File: src/common/hfc_consts.svh
/*
  Offsets, field positions, reset values and codes of the feedback loop
  configuration register. Assumes it is included by bare name.
*/
`ifndef HFC_CONSTS_SVH
`define HFC_CONSTS_SVH
`define HFC_ADDR_FB_CFG     8'h1A
`define HFC_RST_FB_CFG      8'h36
`define HFC_BIT_ACT_TYPE    7
`define HFC_BRAKE_HI        6
`define HFC_BRAKE_LO        4
`define HFC_LOOP_HI         3
`define HFC_LOOP_LO         2
`define HFC_AMP_HI          1
`define HFC_AMP_LO          0
`define HFC_BRAKE_OFF       3'h7
`define HFC_BEMF_FULL_MV    1220
`define HFC_BEMF_FULL_CODE  255
`endif

File: src/common/hfc_pkg.sv
/*
  Types of the feedback loop configuration block.
  Assumes nothing beyond a SystemVerilog compiler.
*/
package hfc_pkg;
  typedef enum logic [0:0] {
    HFC_ERM = 1'b0,
    HFC_LRA = 1'b1
  } hfc_act_t;

  typedef struct packed {
    hfc_act_t   act_type;
    logic [2:0] brake_ratio;
    logic [1:0] loop_speed;
    logic [1:0] amp_setting;
  } hfc_cfg_t;

  // Decoded settings handed to the loop controller
  typedef struct packed {
    hfc_act_t   act_type;
    logic       brake_en;
    logic [4:0] brake_mult;
    logic [1:0] loop_speed;
    logic [1:0] amp_setting;
  } hfc_dec_t;
endpackage : hfc_pkg

File: src/hw/hfc_fb_reg.sv
/*
  Feedback loop configuration register with decoded outputs.
  Assumes a register port (address, write strobe, data) on mclk from the
  device's serial interface and a calibration engine on the same clock.
*/
// Function
// - Bit 7 selects rotating mass (0) or linear resonant (1).
// - Bits 6-4 pick brake ratio 1,2,3,4,6,8,16x; code 7 disables.
// - Bits 3-2 set settling speed: low, medium, high, very high.
// - Bits 1-0 are amp gain, meaning depends on actuator type.
// - Calibration overwrites the amp gain field with its result.
// - Level equals byte/255 times 1.22 V over amp gain field plus one.
`timescale 1ns/1ps
`include "hfc_consts.svh"
module hfc_fb_reg (
  // Clock and reset
  input  wire logic              mclk,
  input  wire logic              nrst,
  // Register port
  input  wire logic [7:0]        reg_addr,
  input  wire logic              reg_wr,
  input  wire logic [7:0]        reg_wdata,
  output      logic [7:0]        reg_rdata,
  // Calibration result
  input  wire logic              cal_done,
  input  wire logic [1:0]        cal_amp,
  input  wire logic [7:0]        cal_level,
  // Settings to the loop
  output      hfc_pkg::hfc_dec_t dec_out,
  output      logic [11:0]       level_mv
);
  typedef struct packed {
    hfc_pkg::hfc_cfg_t cfg;
    logic [7:0]        rdata;
    hfc_pkg::hfc_dec_t dec;
    logic [11:0]       lvl;
  } hfc_state_t;

  hfc_state_t st_r;
  hfc_state_t st_nxt;
  logic [11:0] lvl_calc;

  function automatic logic [4:0] brake_mult(input logic [2:0] code);
    case (code)
      3'h0:    brake_mult = 5'h01;
      3'h1:    brake_mult = 5'h02;
      3'h2:    brake_mult = 5'h03;
      3'h3:    brake_mult = 5'h04;
      3'h4:    brake_mult = 5'h06;
      3'h5:    brake_mult = 5'h08;
      3'h6:    brake_mult = 5'h10;
      default: brake_mult = 5'h00;
    endcase
  endfunction : brake_mult

  function automatic logic sel(input logic [7:0] a);
    sel = (a == `HFC_ADDR_FB_CFG);
  endfunction : sel

  // Calibration sees the amp setting in force, not its own result of the same cycle
  hfc_level_calc u_lvl (
    .cal_level   (cal_level),
    .amp_setting (st_r.cfg.amp_setting),
    .level_mv    (lvl_calc)
  );

  always_comb begin
    st_nxt = st_r;
    if (reg_wr && sel(reg_addr)) begin
      st_nxt.cfg.act_type =
        hfc_pkg::hfc_act_t'(reg_wdata[`HFC_BIT_ACT_TYPE]);
      st_nxt.cfg.brake_ratio = reg_wdata[`HFC_BRAKE_HI:`HFC_BRAKE_LO];
      st_nxt.cfg.loop_speed  = reg_wdata[`HFC_LOOP_HI:`HFC_LOOP_LO];
      st_nxt.cfg.amp_setting = reg_wdata[`HFC_AMP_HI:`HFC_AMP_LO];
    end
    if (cal_done) begin
      st_nxt.cfg.amp_setting = cal_amp;
    end
    st_nxt.rdata = sel(reg_addr) ? 8'(st_nxt.cfg) : 8'h00;
    st_nxt.dec.act_type = st_nxt.cfg.act_type;
    st_nxt.dec.brake_en   = (st_nxt.cfg.brake_ratio != `HFC_BRAKE_OFF);
    st_nxt.dec.brake_mult = brake_mult(st_nxt.cfg.brake_ratio);
    st_nxt.dec.loop_speed = st_nxt.cfg.loop_speed;
    st_nxt.dec.amp_setting = st_nxt.cfg.amp_setting;
    st_nxt.lvl = lvl_calc;
  end

  always_ff @(posedge mclk or negedge nrst) begin
    if (!nrst) begin
      st_r.cfg   <= hfc_pkg::hfc_cfg_t'(`HFC_RST_FB_CFG);
      st_r.rdata <= 8'h00;
      st_r.dec   <= '{hfc_pkg::HFC_ERM, 1'b1, 5'h04, 2'h1, 2'h2};
      st_r.lvl   <= 12'h000;
    end else begin
      st_r <= st_nxt;
    end
  end

  assign reg_rdata = st_r.rdata;
  assign dec_out   = st_r.dec;
  assign level_mv  = st_r.lvl;

  // Calibration owns only the amp field

  a_cal_overwrite: assert property (
    @(posedge mclk) disable iff (!nrst)
    cal_done |=> st_r.cfg.amp_setting == $past(cal_amp))
    else $error("calibration amp not stored");

  a_cal_keep: assert property (
    @(posedge mclk) disable iff (!nrst)
    cal_done && !reg_wr |=> $stable(st_r.cfg.act_type) &&
    $stable(st_r.cfg.brake_ratio) && $stable(st_r.cfg.loop_speed))
    else $error("calibration touched other fields");

  // Brake ratio decode, one code at a time

  a_brake_off: assert property (
    @(posedge mclk) disable iff (!nrst)
    dec_out.brake_en == (st_r.cfg.brake_ratio != `HFC_BRAKE_OFF))
    else $error("brake enable mismatch");

  a_brake_none: assert property (
    @(posedge mclk) disable iff (!nrst)
    st_r.cfg.brake_ratio == 3'h7 |-> dec_out.brake_mult == 5'h00)
    else $error("disabled brake has a ratio");

  a_brake_1x: assert property (
    @(posedge mclk) disable iff (!nrst)
    st_r.cfg.brake_ratio == 3'h0 |-> dec_out.brake_mult == 5'h01)
    else $error("brake ratio 1x wrong");

  a_brake_2x: assert property (
    @(posedge mclk) disable iff (!nrst)
    st_r.cfg.brake_ratio == 3'h1 |-> dec_out.brake_mult == 5'h02)
    else $error("brake ratio 2x wrong");

  a_brake_3x: assert property (
    @(posedge mclk) disable iff (!nrst)
    st_r.cfg.brake_ratio == 3'h2 |-> dec_out.brake_mult == 5'h03)
    else $error("brake ratio 3x wrong");

  a_brake_4x: assert property (
    @(posedge mclk) disable iff (!nrst)
    st_r.cfg.brake_ratio == 3'h3 |-> dec_out.brake_mult == 5'h04)
    else $error("brake ratio 4x wrong");

  a_brake_6x: assert property (
    @(posedge mclk) disable iff (!nrst)
    st_r.cfg.brake_ratio == 3'h4 |-> dec_out.brake_mult == 5'h06)
    else $error("brake ratio 6x wrong");

  a_brake_8x: assert property (
    @(posedge mclk) disable iff (!nrst)
    st_r.cfg.brake_ratio == 3'h5 |-> dec_out.brake_mult == 5'h08)
    else $error("brake ratio 8x wrong");

  a_brake_max: assert property (
    @(posedge mclk) disable iff (!nrst)
    st_r.cfg.brake_ratio == 3'h6 |-> dec_out.brake_mult == 5'h10)
    else $error("brake ratio 16x wrong");

  // Host writes land in the next cycle, the amp field only without a calibration in the same cycle; elsewhere only calibration moves the amp field

  a_type_write: assert property (
    @(posedge mclk) disable iff (!nrst)
    reg_wr && reg_addr == `HFC_ADDR_FB_CFG
    |=> dec_out.act_type == $past(reg_wdata[`HFC_BIT_ACT_TYPE]))
    else $error("actuator type not applied");

  a_type_hold: assert property (
    @(posedge mclk) disable iff (!nrst)
    !(reg_wr && reg_addr == `HFC_ADDR_FB_CFG)
    |=> $stable(dec_out.act_type))
    else $error("actuator type changed unasked");

  a_loop_write: assert property (
    @(posedge mclk) disable iff (!nrst)
    reg_wr && reg_addr == `HFC_ADDR_FB_CFG
    |=> dec_out.loop_speed == $past(reg_wdata[`HFC_LOOP_HI:`HFC_LOOP_LO]))
    else $error("settling speed not applied");

  a_loop_hold: assert property (
    @(posedge mclk) disable iff (!nrst)
    !(reg_wr && reg_addr == `HFC_ADDR_FB_CFG)
    |=> $stable(dec_out.loop_speed))
    else $error("settling speed changed unasked");

  a_amp_follow: assert property (
    @(posedge mclk) disable iff (!nrst)
    reg_wr && reg_addr == `HFC_ADDR_FB_CFG && !cal_done
    |=> dec_out.amp_setting == $past(reg_wdata[`HFC_AMP_HI:`HFC_AMP_LO]))
    else $error("amp setting not applied");

  a_amp_hold: assert property (
    @(posedge mclk) disable iff (!nrst)
    !cal_done && !(reg_wr && reg_addr == `HFC_ADDR_FB_CFG)
    |=> $stable(dec_out.amp_setting))
    else $error("amp setting changed unasked");

  a_amp_pair: assert property (
    @(posedge mclk) disable iff (!nrst)
    dec_out.amp_setting == st_r.cfg.amp_setting &&
    dec_out.act_type == st_r.cfg.act_type)
    else $error("amp setting split from type");

  a_wr_other: assert property (
    @(posedge mclk) disable iff (!nrst)
    reg_wr && reg_addr != `HFC_ADDR_FB_CFG && !cal_done
    |=> $stable(st_r.cfg))
    else $error("foreign write changed register");

  // Readback

  a_read_back: assert property (
    @(posedge mclk) disable iff (!nrst)
    reg_addr == `HFC_ADDR_FB_CFG && !reg_wr && !cal_done ##1
    reg_addr == `HFC_ADDR_FB_CFG && !reg_wr && !cal_done
    |=> reg_rdata == 8'(st_r.cfg))
    else $error("readback differs from stored byte");

  a_rd_other: assert property (
    @(posedge mclk) disable iff (!nrst)
    reg_addr != `HFC_ADDR_FB_CFG |=> reg_rdata == 8'h00)
    else $error("foreign read not zero");

  // Level scaling, end points

  a_level_zero: assert property (
    @(posedge mclk) disable iff (!nrst)
    cal_level == 8'h00 |=> level_mv == 12'h000)
    else $error("zero level not zero");

  a_level_max: assert property (
    @(posedge mclk) disable iff (!nrst)
    cal_level == 8'hFF && st_r.cfg.amp_setting == 2'h0
    |=> level_mv == 12'h4C4)
    else $error("full level at unit gain wrong");

  a_level_gain3: assert property (
    @(posedge mclk) disable iff (!nrst)
    cal_level == 8'hFF && st_r.cfg.amp_setting == 2'h3
    |=> level_mv == 12'h131)
    else $error("full level at top gain wrong");
endmodule : hfc_fb_reg

File: src/hw/hfc_level_calc.sv
/*
  Scales the calibrated back-EMF byte into millivolts.
  Assumes the gain divisor is the stored setting plus one, so no zero divide.
*/
`timescale 1ns/1ps
`include "hfc_consts.svh"
module hfc_level_calc (
  // Inputs
  input  wire logic [7:0]  cal_level,
  input  wire logic [1:0]  amp_setting,
  // Result
  output      logic [11:0] level_mv
);
  logic [19:0] prod;
  logic [19:0] scaled;
  logic [19:0] divided;

  always_comb begin
    prod    = 20'(cal_level) * 20'(`HFC_BEMF_FULL_MV);
    scaled  = prod / 20'(`HFC_BEMF_FULL_CODE);
    divided = scaled / (20'(amp_setting) + 20'h00001);
    level_mv = divided[11:0];
  end
endmodule : hfc_level_calc

File: config.mk
export PLATFORM = sky130hd
export DESIGN_NAME = hfc_fb_reg
export DESIGN_NICKNAME = d
export VERILOG_FILES = /design/src/common/hfc_pkg.sv /design/src/hw/hfc_fb_reg.sv /design/src/hw/hfc_level_calc.sv
export VERILOG_INCLUDE_DIRS = /design/src /design/src/common
export SDC_FILE = /design/constraint.sdc
export NUM_CORES = 1
export LEC_CHECK = 0
export BUFFER_PORTS_ARGS = -buffer_cell sky130_fd_sc_hd__buf_2
export CAP_MARGIN = 25
export CORE_UTILIZATION = 50
export CTS_CLUSTER_DIAMETER = 150
export DETAILED_ROUTE_END_ITERATION = 7
export PLACE_DENSITY = 0.69
export SLEW_MARGIN = 0
export SYNTH_ARGS = -nofsm -noshare
export SYNTH_HDL_FRONTEND = slang
export SYNTH_SLANG_ARGS = --single-unit
File: constraint.sdc
create_clock -name mclk -period 48.8 [get_ports mclk]
set_input_delay 4.88 -clock mclk [delete_from_list [all_inputs] [get_ports mclk]]
set_output_delay 4.88 -clock mclk [all_outputs]
set_load 0.05 [all_outputs]
**Word-level counts from Yosys, hierarchy flattened**

Index checks and enable logic that the tools add are counted.

- Bits in registers: 34
- Input bits: 30
- Output and inout bits: 31
- Logic and storage cells: 26

- $add $sub $neg: 1
- Multipliers: 1
- Div/mod/pow operators: 2
- Equality and inequality tests: 8
- Muxes and demuxes: 4
- Reductions and logical operators: 2

Operators with widths:

| kind | number |
|---|---|
| 5-bit one-hot mux with 7 select lines | 1 |
| 19-bit by 8-bit divider with 20-bit output, second input constant | 1 |
| 20-bit by 20-bit divider with 20-bit output | 1 |
| 8-bit by 9-bit multiplier with 17-bit output, second input constant | 1 |
| 8-bit two-way mux | 2 |
| 3-bit equality test, second input constant | 3 |
| 8-bit by 5-bit equality test with 1-bit output, second input constant | 1 |
| 3-bit by 2-bit equality test with 1-bit output, second input constant | 2 |
| 2-bit by 1-bit adder with 3-bit output, second input constant | 1 |
| 3-bit by 1-bit equality test with 1-bit output, second input constant | 1 |
| 3-bit zero test | 1 |
| 3-bit inequality test, second input constant | 1 |
| 2-bit two-way mux | 1 |
| 1-bit logical AND | 1 |

**Logic depth before layout (Yosys ltp)**

- Word-level depth: 5
- Depth in mapped cells: 171
- Depth with buffers taken out: 161

**By module**

From an unflattened synthesis, not the netlist that was laid out.

- Cells, all modules: 1676
- Area, all modules: 12134.1 um^2

By module, submodules not included:

| module | times used | cells an instance | area an instance (um^2) | seq. area each (um^2) |
|---|---|---|---|---|
| hfc_level_calc | 1 | 1538 | 10492.6 | 0.0 |
| hfc_fb_reg | 1 | 138 | 1641.6 | 858.3 |

**Least setup slack after synthesis**

OpenSTA, ideal clock, no wires.

- Kind: input-to-reg
- From: input cal_level[2]
- To: register st_r (netlist bit level_mv[0])
- Library setup time: 0.140 ns
- Data arrival time: 30.463 ns
- Data required time: 48.660 ns
- Path slack: 18.197 ns
- Cell stages on the path: 127
- Buffers on the path: 11
- Cell sequence: clkbuf_1 > inv_1 > ha_1 > ha_1 > fa_1 > fa_1 > ha_1 > buf_2 > a21o_1 > a221o_1 > or3_1 > nand3_1 > nor2_1 > a211o_1 > a31o_1 > o21ai_1 > mux2_1 > or2_1 > (+91 left out) > nand2_1 > a21oi_1 > ha_1 > o21ai_0 > nand2b_1 > a21oi_1 > nand3_1 > nor4_2 > nand4_2 > nor2_1 > a21oi_1 > ha_1 > a21boi_0 > o21ai_0 > and3b_1 > o221ai_1 > nor4_1 > nand4_1

- Longest elaborated chain between the ends: 3

RTL lines:

| element | line | RTL |
|---|---|---|
| from (decl) | hfc_fb_reg.sv:27 | `input wire logic [7:0] cal_level,` |
| 8-bit by 9-bit multiplier with 17-bit output | hfc_level_calc.sv:19 | `` prod = 20'(cal_level) * 20'(`HFC_BEMF_FULL_MV); `` |
| 19-bit by 8-bit divider with 20-bit output | hfc_level_calc.sv:20 | `` scaled = prod / 20'(`HFC_BEMF_FULL_CODE); `` |
| 20-bit by 20-bit divider with 20-bit output | hfc_level_calc.sv:21 | `divided = scaled / (20'(amp_setting) + 20'h00001);` |
| via lvl_calc[0] | hfc_fb_reg.sv:41 | `logic [11:0] lvl_calc;` |
| to (signal assigned) | hfc_fb_reg.sv:95 | `st_r <= st_nxt;` |
| to (decl) | hfc_fb_reg.sv:39 | `hfc_state_t st_r;` |

The timed path passes the listed nets, and every way through them passes these cells.

**Final worst setup path**

Ends and elaborated chain as after synthesis.

==> results.cfg <==
[run_status]
status = completed

[min_path]
hold_path_class = register to register
hold_end = dec_out[3]$_DFF_PN0_
hp-start = dec_out[3]$_DFF_PN0_
holdPathStages = 1

[timing]
fin_crit_ps = 35140
fin_setup_tns_ps = 0
final_max_slew_viol_count = 0
setup_viol = 0
tightest_slew_ps = 857
relSlewSlack_pct = 42.7
finalCritPeriodShare_pct = 72.0
hold_viol_final = 0
max_freq_mhz = 28.5
rsz0062_at_grt = no
finClkSkew_ps = 8.32

[die]
die_area_sq_mm = 0.0237
fp.coreArea_sq_mm = 0.0226
io_pins = 61
placementRows = 55
die_w_um = 154
start_util_pct = 51.0
die_h_um = 154

[synthesis]
syn_avg_cell_area_sq_um = 7.31
ys_seq_area_share_pct = 7.43
ys_warn_count = 0
synth.area.top_cells = ha_1 (11%), dfrtp_1 (6.1%), nor2_1 (5.0%)
yosysTopAreaCellShare_pct = 11.2
syn_area_sq_mm = 0.0116
synthArstFlopShare_pct = 100
synth_edf_count = 0
syn_inst = 1582
synth_ff_type = dfrtp_1
yosysTopAreaCell = ha_1
synthDistinctLibCells = 133
synth-seq-cells = 34

[critical_path]
rr_endpoint = level_mv[0]$_DFF_PN0_
timing.critical_path.to_type = register
slowest_stage = xor2_1
path_max_fanout = 14
crit_top_cell = ha_1
arrival_ps = 35280
critPathKind = input port to register
worstRegToRegCells = 148
critPathMaxStageDelay_ps = 710
r2r_start = dec_out[0]$_DFF_PN0_
cp-start-kind = input port
worstPathRequired_ps = 48940
r2r_setup_slack_ps = 14060

[final_layout]
multi_input_area_sq_mm = 0.0101
n_antenna_cell = 0
drive_above_1_share_pct = 12.2
regArea_sq_um = 858
fillCellCount = 2208
nets = 1732
area_growth_pct = 3.91

[global_route]
grt_pass1_wl_mm = 54.4
grt_pass1_vias = 11000
grt_max_degree = 35
grtUsageTotal_pct = 27.1
grt_overflow = 0
antenna_found_initial = 0

[clock_network]
clock_latency_ps = 280
cts_setup_buffers = 0
clk_pin_slew_ps = 50
cts_hold_buf = 0
clock_sinks = 34
cts_tree = yes
cts_max_level = 2
cts_root_buffer = clkbuf_16
cts_resized = 0
numCtsBuffers = 5
clockBufferDepth = 2

[route]
first_pass_iters = 6
vias_per_cell = 6.60
wirelength_mm = 33.1
drtIter0Drc = 1140
wirelength_met1_mm = 15.3
vias = 12400
dr_wl_met3_mm = 1.97
wl_met2_mm = 15.4
drc = 0
ant_nets = 0
routedWlPerCell_um = 17.6
highest_layer = met4

[place]
io_buffers = 60
place_hpwl_mm = 26.8
gp_congestion = 0.987

[job]
drv_cap = 0
[sequential cells by signal (all words and copies together) (netlist names)]
name and count:
level_mv 12, dec_out 11, reg_rdata 8, st_r 3
[critical path: cells and delay by family]
family | cells | cell delay, ps
adders and majority gates | 15 | 4670
buffers and inverters | 5 | 750
xor gates and xnor gates | 1 | 710
and+or+nand+nor | 42 | 11050
AOI/OAI and AO/OA | 47 | 10440
muxes | 8 | 2680
[Yosys cell counts (all sizes together), types with 23 or more instances]
| cell type | count |
|---|---|
| nor2 | 157 |
| nand2 | 147 |
| o21ai | 117 |
| ha | 103 |
| a21oi | 95 |
| nor3 | 68 |
| nand3 | 59 |
| inv | 56 |
| buf | 48 |
| and2 | 41 |
| xnor2 | 41 |
| nand2b | 33 |
| o21a | 31 |
| dfrtp | 28 |
| mux2i | 26 |
| xor2 | 26 |
| a211oi | 25 |
| a21o | 23 |
| o211ai | 23 |
| or2 | 23 |
[worst max path at each step]
stage	startpoint	endpoint	slack, ps	depth (start not counted)
2_1_floorplan	cal_level[2]	level_mv[0]$_DFF_PN0_	18200	127
3_3_place_gp	cal_level[2]	level_mv[0]$_DFF_PN0_	14970	116
3_5_place_dp	cal_level[2]	level_mv[0]$_DFF_PN0_	13870	118
4_1_cts	dec_out[0]$_DFF_PN0_	level_mv[0]$_DFF_PN0_	13940	147
5_1_grt	dec_out[0]$_DFF_PN0_	level_mv[0]$_DFF_PN0_	10650	148
6_report	cal_level[2]	level_mv[0]$_DFF_PN0_	13660	118
[kinds of logic (layout without fill, tap and decap cells)]
| family | count (synthesis) | after routing | synth area share [%] |
|---|---|---|---|
| compound gates | 512 | 512 | 33.4 |
| xor+xnor | 68 | 68 | 5.50 |
| fa+ha+maj | 109 | 109 | 12.2 |
| buf+inv | 123 | 128 | 5.34 |
| flops | 34 | 34 | 7.43 |
| mux | 40 | 40 | 3.76 |
| other cells | 1 | 8 | 0.0324 |
| simple gates | 695 | 695 | 32.3 |
[through the flow]
step / area [sq um] / cells / util (%) / setup WS [ps] / hold WS, ps
after CTS: 12000 / 1878 / 53.0 / 13940 / 512
after global placement: 11900 / 1870 / 52.4 / 14970 / 512
after floorplan: 11600 / 1589 / - / 18200 / 492
after global routing: 12000 / 1879 / 53.0 / 10650 / 544
final: 12000 / 1879 / 53.0 / 13660 / 512
after detailed placement: 11900 / 1870 / 52.4 / 13870 / 500
[cell type report]
cell class | instances | area share [%]
tap | 285 | 2.97
multi-input combinational | 1432 | 84.2
timing repair buffer | 64 | 2.73
clock buffer | 7 | 1.19
clock inverter | 1 | 0.0417
inverter | 56 | 1.75
sequential | 34 | 7.15
[layer usage]
metal | vias up | global-route usage [%]
met2 | 507 | 46.4
met3 | 40 | 2.40
li1 | 6024 | -
met5 | - | 0
met4 | 0 | 5.33
met1 | 5824 | 37.0
[cells in the final DEF, fill, tap and decap left out, types with 33 or more instances in the layout]
master    instances
nor2_1          153
ha_1            103
and2_1           40
inv_1            53
a21oi_1          92
xnor2_1          40
o21ai_0          91
nand2_1         143
nand2b_1         33
nor3_1           66
buf_2            60
nand3_1          56
Power is left out: the tool's default activity adds up to more than one toggle a clock period on the data nets, which glitch-free logic cannot reach.
